==> src/rtl/ship_switch_power_ctrl_defs.vh <==
// constants for the ship switch power controller
`ifndef SHIP_SWITCH_POWER_CTRL_DEFS_VH
`define SHIP_SWITCH_POWER_CTRL_DEFS_VH

// ----------------------------------------
// serial slave
// ----------------------------------------
`define I2C_DEV_ADDR 7'h6b
`define I2C_LAST_REG 8'h25
`define I2C_OOR_DATA 8'hff
`define I2C_CTRL_REG 8'h14
`define I2C_STAT_REG 8'h1b

// ----------------------------------------
// register bus offsets and answers
// ----------------------------------------
`define AXI_CTRL_OFF 4'h0
`define AXI_STAT_OFF 4'h4
`define RESP_OKAY 2'h0
`define RESP_SLVERR 2'h2

// ----------------------------------------
// control byte layout and reset values
// ----------------------------------------
`define FLD_MODE_LO 0
`define FLD_MODE_HI 1
`define FLD_DLY 2
`define FLD_HOLD 3
`define FLD_RST 7
`define MODE_RST 2'h0
`define DLY_RST 1'b0
`define HOLD_RST 1'b0

// ----------------------------------------
// mode encodings
// ----------------------------------------
`define MODE_IDLE 2'h0
`define MODE_SHUTDOWN 2'h1
`define MODE_SHIP 2'h2
`define MODE_PRESET 2'h3

// ----------------------------------------
// timing, in ms, and clock rate in kHz
// ----------------------------------------
`define CLK_KHZ 20000
`define OFF_WAIT_MS 10000
`define EXIT_LONG_MS 1000
`define EXIT_SHORT_MS 15
`define PRESET_OFF_MS 350
`define BTN_RST_MS 10000

`endif

==> src/rtl/ship_switch_power_ctrl.v <==
// ship switch and power reset controller with serial slave and register bus
//
// The implementer's own choices: the register offsets and the AXI4-Lite slave port.
`timescale 1ns/100ps
`include "ship_switch_power_ctrl_defs.vh"
// Function
// mode 00 default: switch on, serial on
// mode 01: all off, serial off, shutdown
// mode 10: switches off, serial on, slow clock
// ship exit: plug, write 00, reset, button
// mode 11: switch off 350ms, then 00
// power reset leaves battery switch unchanged
// leaving 00: switch off now or 10s
// write 01 with adapter returns 00
// write 10 with adapter returns 00
// leaving shutdown restores field to 00
// button low 10s starts power reset
// discharge sink on during power reset
// power reset works with or without adapter
// serial slave answers at address 0x6b
// reads above 0x25 return 0xff
// serial rates up to 400 kbit/s
// data changes only while clock low
// master frames with start and stop
// bytes 8 bits, msb first, then ack
// slave may stretch clock between bytes
// undefined offset gets nack, back idle
// multi-byte access, pointer auto-increments
// register reset bit clears itself
// direction bit: 0 write, 1 read
// button low timed, restarts on high
// stop or start resets serial slave
module ship_switch_power_ctrl #(
  parameter [27:0] OFF_WAIT_CYC = `OFF_WAIT_MS * `CLK_KHZ,
  parameter [27:0] EXIT_LONG_CYC = `EXIT_LONG_MS * `CLK_KHZ,
  parameter [27:0] EXIT_SHORT_CYC = `EXIT_SHORT_MS * `CLK_KHZ,
  parameter [27:0] PRESET_CYC = `PRESET_OFF_MS * `CLK_KHZ,
  parameter [27:0] BTN_RST_CYC = `BTN_RST_MS * `CLK_KHZ
) (
  input wire aclk, // 20 MHz clock
  input wire aresetn, // synchronous reset, low active
  input wire [3:0] awaddr, // write address
  input wire awvalid, // write address valid
  output reg awready, // write address ready
  input wire [31:0] wdata, // write data
  input wire [3:0] wstrb, // write byte strobes
  input wire wvalid, // write data valid
  output reg wready, // write data ready
  output reg [1:0] bresp, // write response
  output reg bvalid, // write response valid
  input wire bready, // write response ready
  input wire [3:0] araddr, // read address
  input wire arvalid, // read address valid
  output reg arready, // read address ready
  output reg [31:0] rdata, // read data
  output reg [1:0] rresp, // read response
  output reg rvalid, // read data valid
  input wire rready, // read data ready
  input wire scl_i, // serial clock pin level
  input wire sda_i, // serial data pin level
  output reg sda_o, // serial data drive level, always low
  output reg sda_oe_n, // low while pulling data line low
  input wire wake_button_n, // wake button, low active
  input wire input_bus_voltage, // adapter present
  input wire charge_bat_req, // charger wants battery switch on
  output reg ship_gate_drive, // external ship switch on
  output reg internal_battery_switch, // internal battery switch on
  output reg input_high_impedance, // input held in high impedance
  output reg sys_discharge_en, // system rail sink current on
  output reg i2c_enabled, // serial slave alive
  output reg sys_clk_slow, // system clock slowed
  output reg [1:0] ship_switch_ctrl // current control field
);

  localparam [2:0] P_IDLE = 3'h0;
  localparam [2:0] P_WAIT = 3'h1;
  localparam [2:0] P_SHUT = 3'h2;
  localparam [2:0] P_SHIP = 3'h3;
  localparam [2:0] P_RST = 3'h4;

  localparam [2:0] I_IDLE = 3'h0;
  localparam [2:0] I_ADDR = 3'h1;
  localparam [2:0] I_PTR = 3'h2;
  localparam [2:0] I_WDATA = 3'h3;
  localparam [2:0] I_ACK = 3'h4;
  localparam [2:0] I_RDATA = 3'h5;
  localparam [2:0] I_RACK = 3'h6;

  // ----------------------------------------
  // input synchronisers
  // ----------------------------------------
  reg scl_s1_q, scl_s2_q, scl_s3_q;
  reg sda_s1_q, sda_s2_q, sda_s3_q;
  reg btn_s1_q, btn_s2_q;
  reg input_bus_voltage_s1_q, input_bus_voltage_s2_q, input_bus_voltage_s3_q;

  always @(posedge aclk) begin
    if (!aresetn) begin
      {scl_s1_q, scl_s2_q, scl_s3_q} <= 3'h7;
      {sda_s1_q, sda_s2_q, sda_s3_q} <= 3'h7;
      {btn_s1_q, btn_s2_q} <= 2'h3;
      {input_bus_voltage_s1_q, input_bus_voltage_s2_q, input_bus_voltage_s3_q} <= 3'h0;
    end else begin
      {scl_s1_q, scl_s2_q, scl_s3_q} <= {scl_i, scl_s1_q, scl_s2_q};
      {sda_s1_q, sda_s2_q, sda_s3_q} <= {sda_i, sda_s1_q, sda_s2_q};
      {btn_s1_q, btn_s2_q} <= {wake_button_n, btn_s1_q};
      {input_bus_voltage_s1_q, input_bus_voltage_s2_q, input_bus_voltage_s3_q} <= {input_bus_voltage, input_bus_voltage_s1_q, input_bus_voltage_s2_q};
    end
  end

  wire scl_rise = scl_s2_q & ~scl_s3_q;
  wire scl_fall = ~scl_s2_q & scl_s3_q;
  wire bus_start = scl_s2_q & scl_s3_q & ~sda_s2_q & sda_s3_q;
  wire bus_stop = scl_s2_q & scl_s3_q & sda_s2_q & ~sda_s3_q;
  wire plug_in = input_bus_voltage_s2_q & ~input_bus_voltage_s3_q;

  // ----------------------------------------
  // wake button hold timer
  // ----------------------------------------
  // any high sample restarts the count, so short glitches never reach a threshold
  reg [27:0] btn_cnt_q;
  reg hold_q;

  always @(posedge aclk) begin
    if (!aresetn) begin
      btn_cnt_q <= 28'h0;
    end else if (btn_s2_q) begin
      btn_cnt_q <= 28'h0;
    end else if (btn_cnt_q != 28'hfffffff) begin
      btn_cnt_q <= btn_cnt_q + 28'h1;
    end
  end

  wire [27:0] exit_cyc = hold_q ? EXIT_SHORT_CYC : EXIT_LONG_CYC;
  wire btn_exit_hit = ~btn_s2_q & (btn_cnt_q == exit_cyc - 28'h1);
  wire btn_rst_hit = ~btn_s2_q & (btn_cnt_q == BTN_RST_CYC - 28'h1);

  // ----------------------------------------
  // control field and mode sequencer
  // ----------------------------------------
  reg [2:0] ps_q;
  reg [1:0] field_q;
  reg dly_q, regrst_q;
  reg [27:0] tmr_q;
  reg i2c_wr_q;
  reg [7:0] i2c_wdata_q;
  reg [3:0] aw_addr_q;
  reg [7:0] w_byte_q;
  reg w_lane0_q, aw_full_q, w_full_q;

  wire axi_do_wr = aw_full_q & w_full_q & ~bvalid;
  wire axi_ctrl_wr = axi_do_wr & (aw_addr_q == `AXI_CTRL_OFF) & w_lane0_q;
  wire wr_en = i2c_wr_q | axi_ctrl_wr;
  wire [7:0] wr_data = i2c_wr_q ? i2c_wdata_q : w_byte_q;
  wire [1:0] wr_mode = wr_data[`FLD_MODE_HI:`FLD_MODE_LO];
  wire [7:0] ctrl_byte = {regrst_q, 3'h0, hold_q, dly_q, field_q};
  wire [7:0] stat_byte = {4'h0, input_bus_voltage_s2_q, ps_q};

  reg [2:0] tgt;
  always @* begin
    case (field_q)
      `MODE_SHUTDOWN: tgt = P_SHUT;
      `MODE_SHIP: tgt = P_SHIP;
      `MODE_PRESET: tgt = P_RST;
      default: tgt = P_IDLE;
    endcase
  end

  always @(posedge aclk) begin
    if (!aresetn) begin
      ps_q <= P_IDLE;
      field_q <= `MODE_RST;
      dly_q <= `DLY_RST;
      hold_q <= `HOLD_RST;
      regrst_q <= 1'b0;
      tmr_q <= 28'h0;
    end else begin
      regrst_q <= 1'b0;
      tmr_q <= 28'h0;
      // writes are dropped in shutdown: nothing but an adapter may wake it
      if (wr_en && ps_q != P_SHUT) begin
        if (wr_data[`FLD_RST]) begin
          field_q <= `MODE_RST;
          dly_q <= `DLY_RST;
          hold_q <= `HOLD_RST;
          regrst_q <= 1'b1;
        end else begin
          dly_q <= wr_data[`FLD_DLY];
          hold_q <= wr_data[`FLD_HOLD];
          if ((wr_mode == `MODE_SHUTDOWN || wr_mode == `MODE_SHIP) && input_bus_voltage_s2_q) begin
            field_q <= `MODE_IDLE;
          end else begin
            field_q <= wr_mode;
          end
        end
      end
      case (ps_q)
        P_IDLE: begin
          if (btn_rst_hit) begin
            field_q <= `MODE_PRESET;
            ps_q <= P_RST;
          end else if (field_q != `MODE_IDLE) begin
            ps_q <= dly_q ? P_WAIT : tgt;
          end
        end
        P_WAIT: begin
          if (field_q == `MODE_IDLE) begin
            ps_q <= P_IDLE;
          end else if (tmr_q == OFF_WAIT_CYC - 28'h1) begin
            ps_q <= tgt;
          end else begin
            tmr_q <= tmr_q + 28'h1;
          end
        end
        P_SHUT: begin
          if (plug_in) begin
            field_q <= `MODE_RST;
            ps_q <= P_IDLE;
          end
        end
        P_SHIP: begin
          if (field_q == `MODE_IDLE || plug_in || btn_exit_hit) begin
            field_q <= `MODE_RST;
            ps_q <= P_IDLE;
          end
        end
        P_RST: begin
          if (tmr_q == PRESET_CYC - 28'h1) begin
            field_q <= `MODE_RST;
            ps_q <= P_IDLE;
          end else begin
            tmr_q <= tmr_q + 28'h1;
          end
        end
        default: ps_q <= P_IDLE;
      endcase
    end
  end

  // ----------------------------------------
  // switch and mode outputs
  // ----------------------------------------
  always @(posedge aclk) begin
    if (!aresetn) begin
      ship_gate_drive <= 1'b1;
      internal_battery_switch <= 1'b0;
      input_high_impedance <= 1'b0;
      sys_discharge_en <= 1'b0;
      i2c_enabled <= 1'b1;
      sys_clk_slow <= 1'b0;
      ship_switch_ctrl <= `MODE_RST;
    end else begin
      ship_gate_drive <= (ps_q == P_IDLE) || (ps_q == P_WAIT);
      if (ps_q == P_IDLE || ps_q == P_WAIT) begin
        internal_battery_switch <= charge_bat_req;
      end else if (ps_q != P_RST) begin
        internal_battery_switch <= 1'b0;
      end
      input_high_impedance <= (ps_q == P_RST) & input_bus_voltage_s2_q;
      sys_discharge_en <= (ps_q == P_RST);
      i2c_enabled <= (ps_q != P_SHUT);
      sys_clk_slow <= (ps_q == P_SHIP);
      ship_switch_ctrl <= field_q;
    end
  end

  // ----------------------------------------
  // serial slave
  // ----------------------------------------
  // data is sampled on scl rise and driven on scl fall; no clock stretching is needed
  reg [2:0] ist_q, inxt_q;
  reg [3:0] bit_q;
  reg [7:0] sh_q, ptr_q;
  reg rack_q;
  reg [7:0] i2c_rdata;

  always @* begin
    if (ptr_q > `I2C_LAST_REG) begin
      i2c_rdata = `I2C_OOR_DATA;
    end else if (ptr_q == `I2C_CTRL_REG) begin
      i2c_rdata = ctrl_byte;
    end else if (ptr_q == `I2C_STAT_REG) begin
      i2c_rdata = stat_byte;
    end else begin
      i2c_rdata = 8'h00;
    end
  end

  always @(posedge aclk) begin
    if (!aresetn || !i2c_enabled) begin
      ist_q <= I_IDLE;
      inxt_q <= I_IDLE;
      bit_q <= 4'h0;
      sh_q <= 8'h00;
      ptr_q <= 8'h00;
      rack_q <= 1'b0;
      sda_oe_n <= 1'b1;
      sda_o <= 1'b0;
      i2c_wr_q <= 1'b0;
      i2c_wdata_q <= 8'h00;
    end else begin
      i2c_wr_q <= 1'b0;
      if (bus_start) begin
        ist_q <= I_ADDR;
        bit_q <= 4'h0;
        sda_oe_n <= 1'b1;
      end else if (bus_stop) begin
        ist_q <= I_IDLE;
        sda_oe_n <= 1'b1;
      end else begin
        case (ist_q)
          I_ADDR, I_PTR, I_WDATA: begin
            if (scl_rise && bit_q != 4'h8) begin
              sh_q <= {sh_q[6:0], sda_s2_q};
              bit_q <= bit_q + 4'h1;
            end else if (scl_fall && bit_q == 4'h8) begin
              bit_q <= 4'h0;
              if (ist_q == I_ADDR) begin
                if (sh_q[7:1] == `I2C_DEV_ADDR) begin
                  sda_oe_n <= 1'b0;
                  ist_q <= I_ACK;
                  inxt_q <= sh_q[0] ? I_RDATA : I_PTR;
                end else begin
                  ist_q <= I_IDLE;
                end
              end else if (ist_q == I_PTR) begin
                if (sh_q <= `I2C_LAST_REG) begin
                  ptr_q <= sh_q;
                  sda_oe_n <= 1'b0;
                  ist_q <= I_ACK;
                  inxt_q <= I_WDATA;
                end else begin
                  ist_q <= I_IDLE;
                end
              end else begin
                i2c_wr_q <= (ptr_q == `I2C_CTRL_REG);
                i2c_wdata_q <= sh_q;
                ptr_q <= ptr_q + 8'h01;
                sda_oe_n <= 1'b0;
                ist_q <= I_ACK;
                inxt_q <= I_WDATA;
              end
            end
          end
          I_ACK: begin
            if (scl_fall) begin
              ist_q <= inxt_q;
              if (inxt_q == I_RDATA) begin
                sh_q <= {i2c_rdata[6:0], 1'b0};
                sda_oe_n <= i2c_rdata[7];
                bit_q <= 4'h1;
              end else begin
                sda_oe_n <= 1'b1;
              end
            end
          end
          I_RDATA: begin
            if (scl_fall) begin
              if (bit_q == 4'h8) begin
                sda_oe_n <= 1'b1;
                ptr_q <= ptr_q + 8'h01;
                rack_q <= 1'b0;
                ist_q <= I_RACK;
              end else begin
                sda_oe_n <= sh_q[7];
                sh_q <= {sh_q[6:0], 1'b0};
                bit_q <= bit_q + 4'h1;
              end
            end
          end
          I_RACK: begin
            if (scl_rise) begin
              rack_q <= ~sda_s2_q;
            end else if (scl_fall) begin
              if (rack_q) begin
                sh_q <= {i2c_rdata[6:0], 1'b0};
                sda_oe_n <= i2c_rdata[7];
                bit_q <= 4'h1;
                ist_q <= I_RDATA;
              end else begin
                ist_q <= I_IDLE;
              end
            end
          end
          default: ist_q <= I_IDLE;
        endcase
      end
    end
  end

  // ----------------------------------------
  // register bus slave
  // ----------------------------------------
  always @(posedge aclk) begin
    if (!aresetn) begin
      awready <= 1'b0;
      wready <= 1'b0;
      aw_full_q <= 1'b0;
      w_full_q <= 1'b0;
      aw_addr_q <= 4'h0;
      w_byte_q <= 8'h00;
      w_lane0_q <= 1'b0;
      bvalid <= 1'b0;
      bresp <= `RESP_OKAY;
      arready <= 1'b0;
      rvalid <= 1'b0;
      rdata <= 32'h0;
      rresp <= `RESP_OKAY;
    end else begin
      awready <= aw_full_q ? axi_do_wr : ~(awvalid & awready);
      wready <= w_full_q ? axi_do_wr : ~(wvalid & wready);
      if (awvalid && awready) begin
        aw_addr_q <= awaddr;
        aw_full_q <= 1'b1;
      end
      if (wvalid && wready) begin
        w_byte_q <= wdata[7:0];
        w_lane0_q <= wstrb[0];
        w_full_q <= 1'b1;
      end
      if (axi_do_wr) begin
        aw_full_q <= 1'b0;
        w_full_q <= 1'b0;
        bvalid <= 1'b1;
        // the status word is read only; writing it is accepted and ignored
        if (aw_addr_q == `AXI_CTRL_OFF || aw_addr_q == `AXI_STAT_OFF) begin
          bresp <= `RESP_OKAY;
        end else begin
          bresp <= `RESP_SLVERR;
        end
      end else if (bvalid && bready) begin
        bvalid <= 1'b0;
      end
      if (arvalid && arready) begin
        arready <= 1'b0;
        rvalid <= 1'b1;
        rresp <= `RESP_OKAY;
        if (araddr == `AXI_CTRL_OFF) begin
          rdata <= {24'h0, ctrl_byte};
        end else if (araddr == `AXI_STAT_OFF) begin
          rdata <= {24'h0, stat_byte};
        end else begin
          rdata <= 32'h0;
          rresp <= `RESP_SLVERR;
        end
      end else if (rvalid && rready) begin
        rvalid <= 1'b0;
        arready <= 1'b1;
      end else if (!rvalid) begin
        arready <= 1'b1;
      end
    end
  end

endmodule // ship_switch_power_ctrl

==> config.mk <==
export PLATFORM = sky130hd
export DESIGN_NAME = ship_switch_power_ctrl
export DESIGN_NICKNAME = d
export VERILOG_FILES = /design/src/rtl/ship_switch_power_ctrl.v
export VERILOG_INCLUDE_DIRS = /design/src /design/src/rtl
export SDC_FILE = /design/constraint.sdc
export NUM_CORES = 1
export LEC_CHECK = 0
export ABC_AREA = 1
export BUFFER_PORTS_ARGS = -buffer_cell sky130_fd_sc_hd__buf_2
export CORE_AREA = 4 4 165 167
export DETAILED_ROUTE_END_ITERATION = 16
export DIE_AREA = 0 0 169 171
export PLACE_DENSITY = 0.58
export SLEW_MARGIN = 0
export SYNTH_ARGS = -nofsm -noshare
export SYNTH_HDL_FRONTEND = slang
export SYNTH_SLANG_ARGS = --single-unit
==> constraint.sdc <==
create_clock -name aclk -period 2.3 [get_ports aclk]
set_clock_uncertainty 0.1 [all_clocks]
set_input_delay 0.46 -clock aclk [delete_from_list [all_inputs] [get_ports aclk]]
set_output_delay 0.46 -clock aclk [all_outputs]
set_load 0.05 [all_outputs]
==> results of run 1 <==
-- report_power, final --
part	switching [mW]	internal (mW)
clock	1.10	1.63
sequential	0.144	2.63
combinational	1.42	0.579
total	2.67	4.83
-- layout make-up --
class / instances / area share
clock buffers: 18 / 0.0501
clock inverters: 12 / 0.0157
inverters: 160 / 0.0693
multi-input cells: 812 / 0.457
flip-flops and latches: 141 / 0.322
well taps: 335 / 0.0478
repair buffers: 60 / 0.0382
-- state kept, by name, indices dropped and copies added, names as in the netlist, 2 cells and up --
name / flops
sh_q: 8
i2c_wdata_q: 5
tmr_q: 28
btn_cnt_q: 28
field_q: 2
rdata: 5
ps_q: 3
w_byte_q: 5
ist_q: 3
aw_addr_q: 4
inxt_q: 3
ship_switch_ctrl: 2
bit_q: 4
ptr_q: 8
-- worst max-delay path, stage by stage, from the launching register on --
cell	delay [ns]
dfxtp_1	0.38
inv_1	0.08
ha_1	0.20
nand2_1	0.06
nor2_1	0.05
inv_2	0.09
nand2_1	0.10
nand2_1	0.08
nand2_1	0.05
nor3_2	0.25
nand4_2	0.28
nor2_1	0.18
nor2_1	0.05
-- per-layer routing --
layer | global-route usage | routed length (µm) | vias to the layer above
met2 | 0.211 | 8290 | 148
met4 | 0.0371 | 272 | 0
met3 | 0.0270 | 820 | 23
li1 | - | - | 3687
met5 | 0 | 0 | -
met1 | 0.192 | 9950 | 3148
-- synthesized netlist by cell type, types with 2 or more instances --
cell	count	area, µm²
xnor2_1	5	43.8
nand4_1	23	144
nor2_1	178	668
o31ai_1	3	22.5
o22ai_1	7	43.8
nor2_2	12	75.1
or2_2	9	56.3
nand3_1	60	300
dfxtp_1	141	2820
o211ai_1	4	30.0
and2_1	2	12.5
o21ai_0	54	270
and3_1	2	12.5
a31oi_1	12	75.1
a211oi_1	6	45.0
nand2_1	234	878
nand2_2	11	68.8
nand3_2	3	30.0
a21oi_2	2	17.5
xor2_1	25	219
nor3_1	38	190
clkbuf_1	10	37.5
buf_2	3	15.0
nor2_4	5	56.3
nor4_1	2	12.5
ha_1	12	150
o21ai_1	20	100
inv_1	139	522
a21oi_1	39	195
inv_2	19	71.3
buf_6	3	33.8
nor3_2	3	30.0
buf_4	32	240
-- per-stage QoR --
stage	total power [mW]	worst slack (ns)	util
global route	8.01	0.0172	0.341
global placement	4.82	0.279	0.318
finish	7.50	0.245	0.341
CTS	7.58	0.248	0.341
floorplan	4.40	0.543	-
detailed placement	4.83	0.266	0.318
-- layout by cell type (no fill, tap or decap), types with 2 or more instances in the layout --
master	netlist	layout
nand2_1	234	234
nor3_2	3	3
or2_2	9	9
buf_4	32	14
o31ai_1	3	3
a21oi_1	39	39
o21ai_0	54	54
o211ai_1	4	4
clkinvlp_4	0	2
inv_2	19	19
clkinv_4	0	2
dfxtp_1	141	141
a211oi_1	6	6
inv_6	1	5
conb_1	1	30
nor3_1	38	38
clkbuf_16	0	17
nand3_2	3	3
nand2_2	11	11
and3_1	2	2
xnor2_1	5	5
bufinv_16	0	2
nand4_1	23	23
a21oi_2	2	2
nor2_1	178	178
a31oi_1	12	12
nor2_4	5	5
clkinv_2	0	2
nor4_1	2	2
inv_1	139	139
xor2_1	25	25
nor2_2	12	12
nand3_1	60	60
o22ai_1	7	7
ha_1	12	12
and2_1	2	2
buf_2	3	46
o21ai_1	20	20
-- logic make-up after synthesis --
family / Yosys count
AO/OA/AOI/OAI: 151
XOR/XNOR: 30
adder cells (fa/ha/maj): 12
buffers and inverters: 208
flip-flops: 141
multiplexers: 1
other: 1
AND/OR/NAND/NOR: 588
-- path summary, 6_finish.rpt --
kind,start,to,cells after the start
max reg2reg,bit_q[0],sh_q[4],12
min,wake_button_n,btn_s1_q,2
max,bit_q[0],sh_q[4],12
min reg2reg,sda_s1_q,sda_s2_q,1
==> results.py, run 1 <==
metrics = {
    "pwr": {
        "peakVddDrop_mv": 0.514,
        "cellLeakagePower_nw": 3.73,
        "p_per_area_nw_per_um2": 855,
    },
    "clock_network": {
        "holdBufCountCts": 0,
        "htree_levels": 4,
        "clkTransAtPathRegs_ns": 0.06,
        "cts_tree": "yes",
        "clockBufferDepth": 2,
        "cts.sinks": 141,
        "clock_latency_ns": 0.42,
        "cts_root_buf": "clkbuf_16",
        "cts_buffers": 17,
        "post-cts-setup-buffers": 0,
        "cts_resized": 0,
    },
    "sta": {
        "finalCritPeriodShare": 0.894,
        "fin_hold_ws_ns": 0.124,
        "slew_violations": 0,
        "fin_tns_setup_ns": 0,
        "grt_setup_unrepaired": "no",
        "finalSetupViolations": 0,
        "period_minus_slack_ns": 2.06,
        "hold_violations": 0,
        "fmax_mhz": 487,
    },
    "route": {
        "vias": 7006,
        "first_pass_iters": 5,
        "drt_iter0_markers": 619,
        "wl_per_cell_um": 12.6,
        "drc": 0,
        "antenna_left": 0,
        "wirelength_um": 19300,
        "vias_per_cell": 4.56,
    },
    "global_route": {
        "antenna_found_initial": 0,
        "grt_pass1_wl_um": 32300,
        "grt.total_usage": 0.136,
        "grt_overflow": 0,
        "first_global_vias": 6511,
        "grt_max_degree": 23,
    },
    "logic_synthesis": {
        "synth_edf_count": 0,
        "synth.cell_area_um2": 7660,
        "yosysWarningCount": 0,
        "synth_top_family_by_area": "simple AND/OR/NAND/NOR gates",
        "synthXorXnorAreaFrac": 0.0343,
        "synthMuxAreaShare": 0.00131,
        "ys_seq_area_frac": 0.369,
        "synthFlopType": "dfxtp_1",
        "synth_compound_area_frac": 0.110,
        "syn_inst": 1132,
        "ys_seq_elements": 141,
        "synth_simple_gate_area_share": 0.344,
        "avgSynthCellArea_um2": 6.77,
        "synth_adder_area_share": 0.0196,
        "ys_async_sr_fraction": 0,
        "synth_cell_type_count": 47,
    },
    "die": {
        "core-area_um2": 25800,
        "die_h_um": 171,
        "die_w_um": 169,
        "die_area_um2": 28900,
        "num_rows": 59,
        "initial_core_util": 0.297,
        "pin_count": 107,
    },
    "finish": {
        "multiInputGateArea_um2": 4010,
        "fin_cells": 1538,
        "area.growth.synth_to_final_pct": 14.5,
        "fill_cells": 2821,
        "postLayoutCellArea_um2": 8770,
        "drive_above_1_share": 0.135,
        "regArea_um2": 2820,
        "final_nets": 1260,
        "diodes": 0,
    },
    "setup_path": {
        "arrival_ns": 2.27,
        "cp-start-kind": "flop",
        "end_kind": "flop",
        "critPathKind": "flop to flop",
        "r2r_slack_ns": 0.24,
        "cp_max_fo": 7,
        "cp.required_ns": 2.51,
    },
    "place": {
        "place_congestion": 0.914,
        "place_area_um2": 8200,
        "dp_hpwl_um": 14700,
        "dpl.cell_count": 1508,
        "port_buffers": 46,
    },
    "outcome": {
        "status": "finished clean",
    },
    "job": {
        "max-cap-violations": 0,
    },
    "min_path": {
        "min_path_type": "primary input to flop",
    },
}
(Power assumes the default switching activity.)
==> run 2, diff against run 1 <==
--- a/config.mk
+++ b/config.mk
@@ -8,10 +8,10 @@
 export LEC_CHECK = 0
 export ABC_AREA = 1
 export BUFFER_PORTS_ARGS = -buffer_cell sky130_fd_sc_hd__buf_2
-export CORE_AREA = 4 4 165 167
+export CORE_AREA = 4 4 160 162
 export DETAILED_ROUTE_END_ITERATION = 16
-export DIE_AREA = 0 0 169 171
-export PLACE_DENSITY = 0.58
+export DIE_AREA = 0 0 164 166
+export PLACE_DENSITY = 0.6
 export SLEW_MARGIN = 0
 export SYNTH_ARGS = -nofsm -noshare
 export SYNTH_HDL_FRONTEND = slang
==> constraint.sdc (replaced) <==
create_clock -name aclk -period 2 [get_ports aclk]
set_clock_uncertainty 0.1 [all_clocks]
set_input_delay 0.4 -clock aclk [delete_from_list [all_inputs] [get_ports aclk]]
set_output_delay 0.4 -clock aclk [all_outputs]
set_load 0.05 [all_outputs]
==> run 2 against run 1 <==
Against the previous run: sequential share of layout area down 0.65 points; cell count up 0.65%; core utilization up 3.2 points; register-to-register slack worse by 0.17 ns; critical path type unchanged; critical endpoint is now sh_q[1]; largest power group unchanged; highest routed layer unchanged.
==> results.py, run 2 (synthesis gave the netlist of run 1 again) <==
metrics = {
    "clock_network": {
        "cts_root_buf": "clkbuf_16",
        "cts_tree": "yes",
        "clock_latency_ns": 0.43,
        "clockBufferDepth": 2,
        "cts.sinks": 141,
        "htree_levels": 4,
        "cts_buffers": 17,
        "clkTransAtPathRegs_ns": 0.06,
    },
    "pwr": {
        "combPwrFrac": 0.281,
        "p_per_area_nw_per_um2": 971,
        "pwr-share-clk": 0.352,
        "switching_share": 0.376,
        "switching_power_mw": 3.27,
        "peakVddDrop_mv": 0.524,
        "totalPowerFinal_mw": 8.71,
        "p_seq_frac": 0.367,
        "p_int_mw": 5.44,
        "cellLeakagePower_nw": 3.84,
    },
    "route": {
        "vias": 7141,
        "antenna_left": 0,
        "vias_per_cell": 4.61,
        "first_pass_iters": 5,
        "drc": 0,
        "drt_iter0_markers": 409,
        "wirelength_um": 19000,
        "wl_per_cell_um": 12.3,
    },
    "place": {
        "place_congestion": 0.909,
        "pre_cts_ws_ns": 0.0671,
        "dp_hpwl_um": 14300,
        "port_buffers": 46,
    },
    "finish": {
        "final_nets": 1279,
        "drive_above_1_share": 0.161,
        "diodes": 0,
        "top_regs": "btn_cnt_q: 28 flops, tmr_q: 28 flops",
        "fill_cells": 2599,
        "final_common_cell": "nand2_1",
        "area.growth.synth_to_final_pct": 17.1,
        "final_cell_mix": "231 x nand2_1, 175 x nor2_1, 139 x inv_1",
    },
    "setup_path": {
        "slowest_delay_ns": 0.35,
        "crit_chain": "inv_1 > ha_1 > nand2_1 > nor2_2 > inv_2 > nand2_1 > nand2_1 > nand2_1 > nor3_4 > nand4_4 > nor2_1 > nor2_1",
        "cp_num_buf_inv": 2,
        "critPathKind": "flop to flop",
        "r2r_cells": 12,
        "cp-start-kind": "flop",
        "slowest_stage": "dfxtp_2",
        "cp_max_fo": 7,
        "end_kind": "flop",
        "arrival_ns": 2.14,
        "crit_family": "simple AND/OR/NAND/NOR gates",
        "r2r_slack_ns": 0.08,
        "r2r-start": "bit_q[1]",
        "path_common_cell": "nand2_1",
        "reg2reg_to": "sh_q[1]",
        "cp.required_ns": 2.22,
    },
    "die": {
        "pin_count": 107,
        "die_w_um": 164,
        "die_h_um": 166,
        "die_area_um2": 27200,
        "initial_core_util": 0.318,
        "core-area_um2": 24100,
        "num_rows": 57,
    },
    "min_path": {
        "hold_start": "wake_button_n",
        "whs_path_depth": 2,
        "holdPathEnd": "btn_s1_q",
        "min_path_type": "primary input to flop",
    },
    "global_route": {
        "grt_overflow": 0,
        "grt.total_usage": 0.139,
        "antenna_found_initial": 0,
        "grt_max_degree": 26,
        "first_global_vias": 6727,
        "grt_pass1_wl_um": 31600,
    },
    "sta": {
        "slew_violations": 0,
        "fmax_mhz": 520,
        "worst_slack_ns": 0.0774,
        "period_minus_slack_ns": 1.92,
        "grt_setup_unrepaired": "yes",
        "finalCritPeriodShare": 0.961,
        "hold_violations": 0,
        "finalSetupViolations": 0,
    },
    "outcome": {
        "status": "finished clean",
    },
    "job": {
        "max-cap-violations": 0,
    },
}
## run 2: cell count changes in the layout (fill, tap and decap cells not counted), moves of 3 or more
cell,before,now
inv_8,0,5
buf_4,14,33
nand2_2,11,14
dfxtp_1,141,137
dfxtp_2,0,4
nand2_1,234,231
nor2_1,178,175
## run 2: through the flow
stage / instance area [µm²] / std cells / setup TNS [ns] / util / hold slack, ns
global placement: 8300 / 1512 / 0 / 0.344 / 0.295
global route: 8970 / 1548 / -0.161 / 0.372 / 0.0613
finish: 8970 / 1548 / 0 / 0.372 / 0.0636
floorplan: 7770 / 1161 / 0 / - / 0.290
CTS: 8860 / 1544 / 0 / 0.368 / 0.0493
detailed placement: 8300 / 1512 / 0 / 0.344 / 0.299
## run 2: how the worst max path moves through the flow
stage | slack (ns) | to | cells past startpoint | start
2_1_floorplan | 0.24 | btn_cnt_q[1] | 11 | btn_cnt_q[0]
3_3_place_gp | 0.11 | tmr_q[21] | 12 | tmr_q[0]
3_5_place_dp | 0.07 | tmr_q[6] | 12 | tmr_q[0]
4_1_cts | 0.05 | tmr_q[26] | 10 | tmr_q[0]
5_1_grt | -0.03 | sh_q[1] | 12 | bit_q[0]
6_report | 0.08 | sh_q[1] | 12 | bit_q[1]
## run 2: worst register-to-register path, delay by kind of cell, from the launching register on
kind	cells	cell delay (ns)
DFF	1	0.35
adders and majority gates	1	0.19
and+or+nand+nor	9	1.07
buffers and inverters	2	0.13
## run 2: final cells by class
| cell class | count | area (µm²) | area share |
|---|---|---|---|
| Timing Repair Buffer | 79 | 478 | 0.0533 |
| Inverter | 160 | 611 | 0.0681 |
| Multi-Input combinational cell | 812 | 4080 | 0.455 |
| Tap cell | 324 | 405 | 0.0452 |
| Sequential cell | 141 | 2830 | 0.315 |
| Clock buffer | 17 | 425 | 0.0474 |
| Clock inverter | 15 | 143 | 0.0159 |
## run 2: per-layer routing
| layer | share of wire | GRT usage |
|---|---|---|
| met1 | 0.49 | 0.193 |
| met2 | 0.44 | 0.218 |
| met3 | 0.052 | 0.0335 |
| met4 | 0.010 | 0.0336 |
| met5 | 0 | 0 |
## run 2: repair_timing
action                     in CTS  in global routing
setup endpoints to repair       0                 48
setup buffers                   0                  4
hold buffers                    0                  0
gates resized for setup         0                 20
## run 2: power groups by stage
stage / sequential, mW / combinational [mW] / clock, mW
final: 3.19 / 2.45 / 3.06
after detailed placement: 3.24 / 2.34 / 0
after floorplan: 3.33 / 1.73 / 0
after CTS: 3.18 / 2.35 / 3.15
after global placement: 3.24 / 2.33 / 0
after global routing: 3.21 / 2.73 / 3.27
==> run 3, diff against run 2 <==
--- a/config.mk
+++ b/config.mk
@@ -8,10 +8,12 @@
 export LEC_CHECK = 0
 export ABC_AREA = 1
 export BUFFER_PORTS_ARGS = -buffer_cell sky130_fd_sc_hd__buf_2
-export CORE_AREA = 4 4 160 162
+export CAP_MARGIN = 15
+export CORE_AREA = 4 4 153 155
+export CTS_CLUSTER_DIAMETER = 80
 export DETAILED_ROUTE_END_ITERATION = 16
-export DIE_AREA = 0 0 164 166
-export PLACE_DENSITY = 0.6
+export DIE_AREA = 0 0 157 159
+export PLACE_DENSITY = 0.64
 export SLEW_MARGIN = 0
 export SYNTH_ARGS = -nofsm -noshare
 export SYNTH_HDL_FRONTEND = slang
==> run 3 against run 2 <==
Against the previous run: clock power up 9.8%; die area down 8.3%; largest cell class unchanged; global-route usage up 1.3 points; highest routed layer unchanged; fmax up 3.0%; register-to-register slack better by 0.06 ns; cell area up 0.67%; critical path depth unchanged; combinational power up 3%; core utilization up 4.2 points; power up 4.1%; sequential power about the same; non-clock buffer count up 5.
==> results.py, run 3 (synthesis gave the netlist of run 1 again) <==
metrics = {
    "sta": {
        "finalSetupViolations": 0,
        "maxSlewHeadroom": 0.663,
        "grt_setup_unrepaired": "yes",
        "fmax_mhz": 536,
        "worst_pin_slew_ns": 0.502,
        "period_minus_slack_ns": 1.87,
        "hold_violations": 0,
        "slew_violations": 0,
        "finalCritPeriodShare": 0.934,
    },
    "pwr": {
        "p_seq_frac": 0.352,
        "switching_share": 0.346,
        "p_int_mw": 5.93,
        "combPwrFrac": 0.278,
        "switching_power_mw": 3.13,
        "pwr-share-clk": 0.370,
        "peakVddDrop_mv": 0.651,
        "cellLeakagePower_nw": 3.89,
        "p_per_area_nw_per_um2": 1000,
    },
    "finish": {
        "area.growth.synth_to_final_pct": 17.9,
        "final_nets": 1285,
        "drive_above_1_share": 0.168,
        "diodes": 0,
        "top_regs": "btn_cnt_q: 28 flops, tmr_q: 28 flops",
        "fin_cells": 1510,
        "postLayoutCellArea_um2": 9030,
        "final_cell_mix": "229 x nand2_1, 174 x nor2_1, 139 x inv_1",
        "final_common_cell": "nand2_1",
    },
    "route": {
        "vias": 7177,
        "first_pass_iters": 6,
        "antenna_left": 0,
        "drt_iter0_markers": 463,
        "wl_per_cell_um": 12.5,
        "wirelength_um": 18900,
        "drc": 0,
        "vias_per_cell": 4.75,
    },
    "clock_network": {
        "cts_root_buf": "clkbuf_16",
        "cts_tree": "yes",
        "clkTransAtPathRegs_ns": 0.07,
        "htree_levels": 4,
        "clock_latency_ns": 0.42,
        "clockBufferDepth": 2,
        "cts_buffers": 17,
        "cts.sinks": 141,
    },
    "die": {
        "initial_core_util": 0.351,
        "die_h_um": 159,
        "num_rows": 54,
        "die_area_um2": 25000,
        "core-area_um2": 21800,
        "die_w_um": 157,
        "pin_count": 107,
    },
    "setup_path": {
        "end_kind": "flop",
        "arrival_ns": 2.08,
        "cp-start-kind": "flop",
        "cp_max_fo": 7,
        "cp.required_ns": 2.21,
        "critPathKind": "flop to flop",
    },
    "place": {
        "place_area_um2": 8270,
        "dp_hpwl_um": 14200,
        "dpl.cell_count": 1472,
        "port_buffers": 46,
        "place_congestion": 0.928,
    },
    "global_route": {
        "first_global_vias": 6699,
        "grt_pass1_wl_um": 31600,
        "grt.total_usage": 0.152,
        "antenna_found_initial": 0,
        "grt_overflow": 0,
        "grt_max_degree": 23,
    },
    "job": {
        "max-cap-violations": 0,
    },
    "outcome": {
        "status": "finished clean",
    },
    "min_path": {
        "min_path_type": "primary input to flop",
    },
}
==> run 3: cell types whose count changed in the layout (fill, tap and decap cells not counted), moves of 2 or more <==
| cell | before | now |
|---|---|---|
| o21ai_2 | 0 | 2 |
| clkinv_4 | 1 | 3 |
| nand2_2 | 14 | 16 |
| clkbuf_1 | 0 | 2 |
| buf_4 | 33 | 38 |
| bufinv_16 | 0 | 4 |
| nand2_1 | 231 | 229 |
| inv_6 | 6 | 2 |
| inv_8 | 5 | 0 |
==> run 3: power by group through the flow <==
stage | combinational, mW | clock [mW] | sequential [mW]
floorplan | 1.73 | 0 | 3.33
CTS | 2.37 | 3.43 | 3.18
finish | 2.52 | 3.36 | 3.19
global route | 2.83 | 3.58 | 3.21
global placement | 2.35 | 0 | 3.24
detailed placement | 2.36 | 0 | 3.24
==> run 3: worst max-delay path, stage by stage, from the launching register on <==
cell	delay [ns]
dfxtp_2	0.32
inv_1	0.05
ha_1	0.19
nand2_1	0.06
nor2_1	0.06
inv_2	0.06
nand2_1	0.06
nand2_1	0.06
nand2_1	0.08
nor3_4	0.32
nand4_4	0.20
nor2_2	0.15
nor2_1	0.04
==> run 3: path summary, 6_finish.rpt <==
| path | startpoint | to | slack, ns | cells after the start |
|---|---|---|---|---|
| worst max-delay path | bit_q[0] | sh_q[3] | 0.13 | 12 |
| worst min-delay path | wake_button_n | btn_s1_q | 0.07 | 2 |
| worst max register to register | bit_q[0] | sh_q[3] | 0.13 | 12 |
| worst min register to register | tmr_q[0] | tmr_q[0] | 0.31 | 1 |
==> run 3: repair_timing <==
item	CTS	global route
hold buffers	0	0
setup endpoints to repair	0	46
gates resized for setup	0	28
buffers inserted	0	5
==> run 3: cell type report <==
cell class              count  area (µm²)
multi-input cells         812        4100
clock buffers              19         433
clock inverters            13         189
flip-flops and latches    141        2830
fillers                  2257       12800
repair inverters            1        5.00
well taps                 280         350
repair buffers             84         515
inverters                 160         616
==> run 3: routing by layer <==
layer | up-vias | GRT usage | wire [µm]
li1 | 3737 | - | -
met1 | 3274 | 0.212 | 9220
met2 | 149 | 0.239 | 8590
met3 | 17 | 0.0383 | 948
met4 | 0 | 0.0339 | 159
met5 | - | 0 | 0
==> run 3: metrics by stage <==
step	hold slack (ns)	util	TNS, ns	setup slack [ns]	total power [mW]
after floorplan	0.290	-	0	0.243	5.06
after detailed placement	0.302	0.379	0	0.0622	5.61
after global routing	0.0500	0.414	-0.122	-0.0377	9.62
after global placement	0.295	0.379	0	0.0900	5.59
after CTS	0.0497	0.407	0	0.0375	8.98
final	0.0666	0.414	0	0.133	9.07
